$ cat src/pmc_pkg.sv
package pmc_pkg;

	// ****************************************
	// Register map
	// ****************************************
	localparam logic [1:0] PMC_ADDR_CSR = 2'h0; // Mode control/status word
	localparam logic [1:0] PMC_ADDR_STAT = 2'h1; // Current mode word
	localparam logic [1:0] PMC_ADDR_EVT = 2'h2; // Wake-up latch, write 1 to acknowledge

	// Control/status bit positions
	localparam int PMC_BIT_PSM = 0; // Power save select
	localparam int PMC_BIT_DHF = 1; // Fast oscillator disable
	localparam int PMC_BIT_IDLE = 2; // Idle select
	localparam int PMC_BIT_HALT = 3; // Halt select
	localparam int PMC_BIT_DEFER = 5; // Defer power save to wait
	localparam int PMC_BIT_FGOOD = 6; // Fast clock good
	localparam int PMC_BIT_SGOOD = 7; // Slow clock good
	localparam logic [7:0] PMC_CSR_RESET = 8'h00; // All non-reserved bits cleared
	localparam logic [7:0] PMC_CSR_WMASK = 8'h2F; // Software-writable bits

	// Main oscillator start-up timer
	localparam logic [13:0] PMC_OSC_PRESET = 14'h3FFF; // Preset while stopped

	// ****************************************
	// Modes
	// ****************************************
	typedef enum logic [2:0]
	{
		PMC_ACTIVE = 3'b000, // Full speed
		PMC_PSAVE = 3'b001, // Slow clock
		PMC_IDLE = 3'b010, // Only slow-clock units run
		PMC_HALT = 3'b011, // Everything stopped
		PMC_WAKE = 3'b100 // Waiting for fast clock after wake-up
	} pmc_mode_t;

	// Clock gating outputs travel together
	typedef struct packed
	{
		logic fast_osc_stop; // Stop main oscillator
		logic core_on_slow; // Core clocked from slow clock
		logic core_clk_gate; // Core clock stopped
		logic slow_clk_gate; // Slow clock stopped
	} pmc_clkctl_t;

endpackage

$ cat src/pmc_ctrl.sv
`timescale 1ns/1ps
module pmc_ctrl
	import pmc_pkg::*;
#(
	parameter int OSC_TIMER_W = 14 // Start-up timer width
)
(
	input wire logic core_clk, // 40 MHz clock
	input wire logic nrst, // Synchronous reset, active low
	input wire logic clk_en, // Freezes all state when low
	input wire logic [1:0] avs_address, // Word address
	input wire logic avs_read, // Read strobe
	input wire logic avs_write, // Write strobe
	input wire logic [31:0] avs_writedata, // Write data
	output logic [31:0] avs_readdata, // Read data
	output logic avs_waitrequest, // Stall
	input wire logic cpu_wait, // WAIT instruction executed, pulse
	input wire logic wake_event, // Wake-up event, pulse
	input wire logic irq_ack, // Interrupt acknowledge cycle, pulse
	input wire logic slow_xtal_present, // Slow crystal fitted
	input wire logic slow_src_xtal, // Slow clock programmed from crystal
	input wire logic slow_osc_stable, // Slow oscillator good
	output pmc_clkctl_t clkctl, // Clock gating controls
	output logic main_osc_stable, // Fast oscillator good
	output logic wake_pending, // Latched wake-up
	output pmc_mode_t mode // Current mode
);

	// ****************************************
	// State
	// ****************************************
	pmc_mode_t mode_r; // Mode register
	logic psm_r; // Power save select bit
	logic dhf_r; // Fast oscillator disable bit
	logic idle_r; // Idle select bit
	logic halt_r; // Halt select bit
	logic defer_r; // Defer to wait bit
	logic sgood_r; // Sampled slow-good flag
	logic [OSC_TIMER_W-1:0] osc_tmr_r; // Oscillator start-up timer
	logic osc_stop_r; // Oscillator stop command
	logic wake_r; // Latched wake-up
	logic ack_r; // Bus answer phase
	logic [31:0] rdata_r; // Read data register
	pmc_clkctl_t clk_r; // Registered clock controls

	// Decoded helpers
	logic wr_csr; // Write to control word
	logic [7:0] wdat; // Byte written
	logic fgood; // Fast clock good
	logic wake_now; // Wake-up seen this cycle

	// Combine a register byte from fields
	function automatic logic [7:0] csr_byte(input logic sg, input logic fg, input logic df,
		input logic h, input logic i, input logic d, input logic p);
		csr_byte = {sg, fg, df, 1'b0, h, i, d, p};
	endfunction

	// Writes land in the answer cycle, at the edge where waitrequest is low
	assign wr_csr = avs_write && ack_r && (avs_address == PMC_ADDR_CSR);
	assign wdat = avs_writedata[7:0];
	assign fgood = (osc_tmr_r == '0) && !osc_stop_r;
	assign wake_now = wake_event && (mode_r != PMC_ACTIVE);

	// ****************************************
	// Bus slave
	// ****************************************
	// One wait cycle on every access keeps readdata registered
	always_ff @(posedge core_clk)
	begin
		if (!nrst)
		begin
			ack_r <= 1'b0;
		end
		else if (clk_en)
		begin
			ack_r <= (avs_read || avs_write) && !ack_r;
		end
	end

	// Read data capture, unmapped words read zero
	always_ff @(posedge core_clk)
	begin
		if (!nrst)
		begin
			rdata_r <= '0;
		end
		else if (clk_en && avs_read && !ack_r)
		begin
			case (avs_address)
				PMC_ADDR_CSR:
					rdata_r <= {24'h0, csr_byte(sgood_r, fgood, defer_r, halt_r, idle_r,
						dhf_r, psm_r)};
				PMC_ADDR_STAT:
					rdata_r <= {29'h0, mode_r};
				PMC_ADDR_EVT:
					rdata_r <= {31'h0, wake_r};
				default:
					rdata_r <= '0;
			endcase
		end
	end

	// ****************************************
	// Slow clock good sampling
	// ****************************************
	// Mux of both good signals, sampled to avoid glitches on source change
	always_ff @(posedge core_clk)
	begin
		if (!nrst)
		begin
			sgood_r <= 1'b0;
		end
		else if (clk_en)
		begin
			sgood_r <= slow_src_xtal ? slow_osc_stable : fgood;
		end
	end

	// ****************************************
	// Wake-up latch
	// ****************************************
	// Set wins over acknowledge so an event is never lost
	always_ff @(posedge core_clk)
	begin
		if (!nrst)
		begin
			wake_r <= 1'b0;
		end
		else if (clk_en)
		begin
			if (wake_event)
			begin
				wake_r <= 1'b1;
			end
			else if (irq_ack || (avs_write && ack_r && avs_address == PMC_ADDR_EVT
				&& avs_writedata[0]))
			begin
				wake_r <= 1'b0;
			end
		end
	end

	// ****************************************
	// Control bits
	// ****************************************
	// Wake-up clears selects; POWER_SAVE_SELECT readback follows the mode when not deferred
	always_ff @(posedge core_clk)
	begin
		if (!nrst)
		begin
			{defer_r, halt_r, idle_r, dhf_r, psm_r} <= 5'h00;
		end
		else if (clk_en)
		begin
			if (wake_now)
			begin
				psm_r <= 1'b0;
				idle_r <= 1'b0;
				halt_r <= 1'b0;
				dhf_r <= 1'b0;
			end
			else
			begin
				if (wr_csr)
				begin
					dhf_r <= wdat[PMC_BIT_DHF];
					idle_r <= wdat[PMC_BIT_IDLE];
					halt_r <= wdat[PMC_BIT_HALT];
					defer_r <= wdat[PMC_BIT_DEFER];
					// Deferred writes show at once in Active, either value
					if (wdat[PMC_BIT_DEFER] && mode_r == PMC_ACTIVE)
					begin
						psm_r <= wdat[PMC_BIT_PSM];
					end
				end
				// Readback of POWER_SAVE_SELECT tracks completion of immediate switches
				if (mode_r == PMC_PSAVE && !(wr_csr && !wdat[PMC_BIT_PSM]))
				begin
					psm_r <= 1'b1;
				end
				if (mode_r == PMC_ACTIVE && !defer_r && !(wr_csr && wdat[PMC_BIT_DEFER]))
				begin
					psm_r <= 1'b0;
				end
			end
		end
	end

	// Pending immediate request, kept apart from readback
	logic save_req_r; // Immediate power save request
	logic exit_req_r; // Software return to Active request
	always_ff @(posedge core_clk)
	begin
		if (!nrst)
		begin
			save_req_r <= 1'b0;
			exit_req_r <= 1'b0;
		end
		else if (clk_en)
		begin
			if (wake_now || mode_r != PMC_ACTIVE)
			begin
				save_req_r <= 1'b0;
			end
			else if (wr_csr)
			begin
				save_req_r <= wdat[PMC_BIT_PSM] && !wdat[PMC_BIT_DEFER];
			end
			if (mode_r != PMC_PSAVE || wake_now)
			begin
				exit_req_r <= 1'b0;
			end
			else if (wr_csr && !wdat[PMC_BIT_PSM])
			begin
				exit_req_r <= 1'b1;
			end
		end
	end

	// ****************************************
	// Mode sequencer
	// ****************************************
	always_ff @(posedge core_clk)
	begin
		if (!nrst)
		begin
			mode_r <= PMC_ACTIVE;
		end
		else if (clk_en)
		begin
			case (mode_r)
				PMC_ACTIVE:
				begin
					if (cpu_wait && defer_r && halt_r)
					begin
						mode_r <= PMC_HALT;
					end
					else if (cpu_wait && defer_r && idle_r && sgood_r)
					begin
						mode_r <= PMC_IDLE;
					end
					else if (cpu_wait && defer_r && psm_r && sgood_r)
					begin
						mode_r <= PMC_PSAVE;
					end
					else if (save_req_r && sgood_r)
					begin
						mode_r <= PMC_PSAVE;
					end
				end
				PMC_PSAVE:
				begin
					if (wake_event || exit_req_r)
					begin
						mode_r <= PMC_WAKE;
					end
					else if (cpu_wait && halt_r)
					begin
						mode_r <= PMC_HALT;
					end
					else if (cpu_wait && idle_r)
					begin
						mode_r <= PMC_IDLE;
					end
				end
				PMC_IDLE, PMC_HALT:
				begin
					if (wake_event)
					begin
						mode_r <= PMC_WAKE;
					end
				end
				PMC_WAKE:
				begin
					if (fgood)
					begin
						mode_r <= PMC_ACTIVE;
					end
				end
				default:
				begin
					mode_r <= PMC_ACTIVE;
				end
			endcase
		end
	end

	// ****************************************
	// Fast oscillator stop and start-up timer
	// ****************************************
	// Stop only once inside a low-power mode; no crystal means Halt only
	always_ff @(posedge core_clk)
	begin
		if (!nrst)
		begin
			osc_stop_r <= 1'b0;
		end
		else if (clk_en)
		begin
			case (mode_r)
				PMC_HALT:
					osc_stop_r <= !wake_event;
				PMC_PSAVE, PMC_IDLE:
					osc_stop_r <= dhf_r && slow_xtal_present && !wake_event;
				default:
					osc_stop_r <= 1'b0;
			endcase
		end
	end

	// Preset while stopped, count down to zero after release
	always_ff @(posedge core_clk)
	begin
		if (!nrst)
		begin
			osc_tmr_r <= OSC_TIMER_W'(PMC_OSC_PRESET);
		end
		else if (clk_en)
		begin
			if (osc_stop_r)
			begin
				osc_tmr_r <= OSC_TIMER_W'(PMC_OSC_PRESET);
			end
			else if (osc_tmr_r != '0)
			begin
				osc_tmr_r <= osc_tmr_r - 1'b1;
			end
		end
	end

	// ****************************************
	// Registered outputs
	// ****************************************
	always_ff @(posedge core_clk)
	begin
		if (!nrst)
		begin
			clk_r <= '0;
			main_osc_stable <= 1'b0;
		end
		else if (clk_en)
		begin
			clk_r.fast_osc_stop <= osc_stop_r;
			clk_r.core_on_slow <= (mode_r == PMC_PSAVE);
			clk_r.core_clk_gate <= (mode_r == PMC_IDLE) || (mode_r == PMC_HALT);
			clk_r.slow_clk_gate <= (mode_r == PMC_HALT);
			main_osc_stable <= fgood;
		end
	end

	assign clkctl = clk_r;
	assign avs_readdata = rdata_r;
	assign avs_waitrequest = (avs_read || avs_write) && !ack_r;
	assign wake_pending = wake_r;
	assign mode = mode_r;

	// ****************************************
	// Checks
	// ****************************************
	property p_reg_top;
		@(posedge core_clk) disable iff (!nrst)
		(clk_en && avs_read && !ack_r && avs_address == PMC_ADDR_CSR)
		|=> (rdata_r[PMC_BIT_FGOOD] == $past(fgood) && rdata_r[4] == 1'b0);
	endproperty
	a_reg_top: assert property (p_reg_top) else $error("status bits wrong");

	property p_wake_clear;
		@(posedge core_clk) disable iff (!nrst)
		(clk_en && wake_now) |=> (!psm_r && !idle_r && !halt_r && !dhf_r);
	endproperty
	a_wake_clear: assert property (p_wake_clear) else $error("wake did not clear");

	property p_active_good;
		@(posedge core_clk) disable iff (!nrst)
		(mode_r == PMC_WAKE) ##1 (mode_r == PMC_ACTIVE) |-> $past(fgood);
	endproperty
	a_active_good: assert property (p_active_good) else $error("active without clock");

	property p_save_good;
		@(posedge core_clk) disable iff (!nrst)
		(mode_r == PMC_ACTIVE) ##1 (mode_r == PMC_PSAVE || mode_r == PMC_IDLE)
		|-> $past(sgood_r);
	endproperty
	a_save_good: assert property (p_save_good) else $error("save without slow clock");

	property p_halt_osc;
		@(posedge core_clk) disable iff (!nrst)
		(clk_en && mode_r == PMC_HALT && !wake_event) |=> osc_stop_r;
	endproperty
	a_halt_osc: assert property (p_halt_osc) else $error("osc running in halt");

	property p_timer;
		@(posedge core_clk) disable iff (!nrst)
		(clk_en && osc_stop_r) |=> (osc_tmr_r == OSC_TIMER_W'(PMC_OSC_PRESET));
	endproperty
	a_timer: assert property (p_timer) else $error("timer not preset");

	property p_nocrystal;
		@(posedge core_clk) disable iff (!nrst)
		(!slow_xtal_present && mode_r != PMC_HALT) |=> !osc_stop_r || $past(mode_r) == PMC_HALT;
	endproperty
	a_nocrystal: assert property (p_nocrystal) else $error("osc off without crystal");

	property p_halt_prio;
		@(posedge core_clk) disable iff (!nrst)
		(clk_en && mode_r == PMC_ACTIVE && cpu_wait && defer_r && halt_r)
		|=> (mode_r == PMC_HALT);
	endproperty
	a_halt_prio: assert property (p_halt_prio) else $error("halt not taken");

endmodule

$ cat config.mk
export PLATFORM = sky130hd
export DESIGN_NAME = pmc_ctrl
export DESIGN_NICKNAME = d
export VERILOG_FILES = /design/src/pmc_pkg.sv /design/src/pmc_ctrl.sv
export SDC_FILE = /design/constraint.sdc
export NUM_CORES = 1
export LEC_CHECK = 0
export BUFFER_PORTS_ARGS = -buffer_cell sky130_fd_sc_hd__buf_2
export CORE_ASPECT_RATIO = 1.4
export CORE_MARGIN = 2
export CORE_UTILIZATION = 49
export DETAILED_ROUTE_END_ITERATION = 16
export GPL_TIMING_DRIVEN = 0
export PLACE_DENSITY = 0.76
export SETUP_SLACK_MARGIN = 0.15
export SYNTH_ARGS = -nofsm -noshare
export SYNTH_HDL_FRONTEND = slang
export SYNTH_SLANG_ARGS = --single-unit
$ cat constraint.sdc
create_clock -name core_clk -period 2.05 [get_ports core_clk]
set_input_delay 0.205 -clock core_clk [delete_from_list [all_inputs] [get_ports core_clk]]
set_output_delay 0.205 -clock core_clk [all_outputs]
set_load 0.005 [all_outputs]
==> summary.txt <==
Die
  – Num rows: 29
  – Chip Width: 61.7 um
  – Die Y: 84.8 um
  – Core area: 0.00450 mm^2
  – Top Ports: 87
  – Starting Density: 50.8%
  – Die ar.: 0.00523 mm^2

Timing
  – Min Tclk post-route: 1.70 ns
  – Period utilization: 83.0%
  – RSZ-0062 raised after global routing: no
  – Rel. slew slack: 63.5%
  – Setup TNS: 0 ns
  – Worst slew pin tran: 0.548 ns
  – Skew final: 0.00509 ns
  – Max Slew Vio Count: 0
  – Final setup violation count: 0
  – Endpoints failing hold: 0
  – Max Clk Rate: 0.588 GHz
  – Worst hold-check slack: 0.167 ns

Drt
  – Via/cell ratio: 5.06
  – Routed wire length: 5.27 mm
  – DRT Pass-1 Iters: 4
  – Antenna Nets Post-Route: 0
  – First DRT Iteration DRCs: 73
  – DR WL/cell: 13.3 um
  – DR vias: 2003
  – DRC: 0

Cells and area
  – NumNets Final: 380
  – Design area: 0.00275 mm^2
  – Share of cells above drive strength 1: 26.9%
  – Diodes inserted: 0
  – Post-layout util: 61.1%
  – Synth-to-Final Area Change: 20.3%

GRT
  – Vias in the first global route: 1900
  – First-pass GRT wire length: 8.67 mm
  – Grt total ovfl: 0
  – Largest net degree at the start of global routing: 13
  – Antenna violations before repair: 0
  – Gr usage total: 21.8%

Logic synthesis
  – Share of the synthesized area in the top cell type: 35.1%
  – Synth Cell Area: 0.00228 mm^2
  – Mapped Avg Cell Area: 8.52 um^2
  – Simple-Gate Fraction of Synth Area: 27.1%
  – Synth cell types: 51
  – FF+latch count, synth: 40
  – Post-synth top area cell: dfxtp_1
  – Cell count after synthesis: 268
  – Post-synth EDFFs: 0
  – Compound-gate portion of the synthesized area: 14.5%
  – Post-Synth Adder-Cell Area: 1.10%
  – Xor/xnor cell area share of the yosys netlist: 4.22%
  – Mux cell area share after synthesis: 5.26%
  – Ys Warns: 0
  – Synth Flop Type: dfxtp_1
  – Register area share after synthesis: 35.1%
  – Largest family of logic cells by synthesized area: simple AND/OR/NAND/NOR gates
  – Top post-synthesis cells by area: dfxtp_1 35%, buf_4 8.5%, mux2i_1 5.3%
  – Async SR Flop Fraction: 0%

Power and ir drop
  – Lkg Pwr: 1.17 nW
  – VDD IR max: 0.575 mV
  – Cell Pwr Density: 620 mW/mm^2

Setup path
  – CP required: 2.22 ns
  – Critical path fanouts, max: 10
  – Critical Path End Type: flop
  – Crit Path Class: reg2reg
  – Arr. time, crit path: 1.87 ns
  – Setup crit start kind: flop

Job
  – Number of max-cap violations: 0

Clock tree
  – CTS Root Buffer Type: clkbuf_8
  – H-tree Lvls: 2
  – Clock tree buffer depth: 2
  – TritonCTS clock tree: built
  – Clock transition at path regs: 0.08 ns
  – Clock buffers created by TritonCTS: 5
  – Hold_buf cts: 0
  – TritonCTS Sinks: 40
  – Clk Latency, worst-skew pair: 0.30 ns

Place
  – Hpwl dp: 3.88 mm
  – Dpl cell area: 0.00262 mm^2
  – # port buffers: 33
  – RePlAce Congestion: 0.892

Hold path
  – Hold crit path type: in2reg

Outcome
  – Outcome: finished, final reports clean
synthesized netlist by cell type (2+ instances only):
| cell | instances |
|---|---|
| and3_1 | 2 |
| xor2_1 | 9 |
| dfxtp_1 | 40 |
| nor2b_1 | 12 |
| nand4_1 | 7 |
| nand2b_1 | 3 |
| ha_1 | 2 |
| clkbuf_1 | 6 |
| xnor2_1 | 2 |
| o211a_1 | 3 |
| inv_1 | 8 |
| mux2i_1 | 12 |
| a21boi_0 | 7 |
| nand3_1 | 11 |
| a22oi_1 | 4 |
| o2111ai_1 | 2 |
| nand2_1 | 28 |
| buf_6 | 2 |
| o211ai_1 | 3 |
| and2_4 | 2 |
| buf_4 | 26 |
| nor4_1 | 4 |
| o21ai_0 | 10 |
| a21oi_1 | 9 |
| a31oi_1 | 4 |
| buf_2 | 3 |
| nor2_1 | 14 |
| nand3b_1 | 3 |
| nor3_1 | 8 |
timing repair:
action                                 CTS  global route
setup endpoints to repair                0            16
resized for setup                        0             7
setup buffers                            0             1
endpoints found under the hold margin    0             0
flip-flops by register name (all words and copies together), names as in the netlist, 3 cells and up:
register / cells
osc_tmr_r: 14
clkctl: 4
avs_readdata: 7
mode: 3
cell usage in the layout, fill, tap and decap left out, drive strengths merged, types with 2 or more instances in the layout:
cell / count
conb: 25
a21boi: 7
nand3: 11
inv: 8
clkbuf: 13
nand3b: 3
a31oi: 4
nor2b: 12
nor3: 10
nand2b: 3
nor4: 4
o211ai: 3
xor2: 9
mux2i: 12
o21ai: 11
nand4: 7
o211a: 3
a21oi: 9
or3b: 2
dfxtp: 40
ha: 2
or3: 2
xnor2: 2
buf: 65
nand2: 28
o2111ai: 2
nor2: 15
a22oi: 4
and3: 2
and2: 3
power breakdown:
group | internal (mW) | switching, mW | total, mW
Combinational | 0.118 | 0.130 | 0.248
Sequential | 0.792 | 0.0169 | 0.809
Clock | 0.361 | 0.285 | 0.646
Total | 1.27 | 0.432 | 1.70
critical path, stage by stage, from the launching register on:
cell      delay [ns]
dfxtp_1         0.42
inv_2           0.08
ha_1            0.20
nor3b_2         0.16
nand4_1         0.13
clkbuf_4        0.22
nand2_1         0.11
xnor2_1         0.17
nand2_1         0.07
logic make-up (layout without fill, tap and decap cells):
logic type                 after synthesis  count (layout)
AOI/OAI and AO/OA                       48              48
xor gates and xnor gates                11              11
adders and majority gates                2               2
buffers and inverters                   46              88
DFF                                     40              40
muxes                                   12              12
other                                    1              25
and+or+nand+nor                        108             108
stage by stage:
step | power (mW) | setup slack (ns) | instances
2_1_floorplan | 1.00 | 0.398 | 292
3_3_place_gp | 1.06 | 0.257 | 387
3_5_place_dp | 1.07 | 0.214 | 387
4_1_cts | 1.71 | 0.200 | 395
5_1_grt | 1.78 | 0.196 | 396
6_report | 1.70 | 0.349 | 396
per-layer routing:
metal / part of all wire (%) / GRT usage (%) / wire, um / up-vias
met5: 0 / 0 / 0 / -
met4: 2.0 / 8.51 / 108 / 0
met3: 5.0 / 4.78 / 261 / 14
met2: 54 / 37.1 / 2860 / 61
met1: 39 / 25.6 / 2040 / 908
li1: - / - / - / 1020
worst paths after layout:
kind               startpoint         endpoint  slack [ns]  depth (start not counted)
max              osc_tmr_r[0]     osc_tmr_r[0]        0.35                          8
min          avs_writedata[1]            dhf_r        0.17                          3
max reg2reg      osc_tmr_r[0]     osc_tmr_r[0]        0.35                          8
min reg2reg   avs_readdata[6]  avs_readdata[6]        0.47                          2
area by class of cell:
type                       instances  area [um^2]
multi-input combinational        206         1300
inverter                           8         30.0
clock inverter                     2         35.0
timing repair buffer              34          173
tap                               62         77.6
sequential                        40          802
buffer                            38          262
clock buffer                       6         72.6
fill                             444         1750
Power figures use the tool's default switching activity.
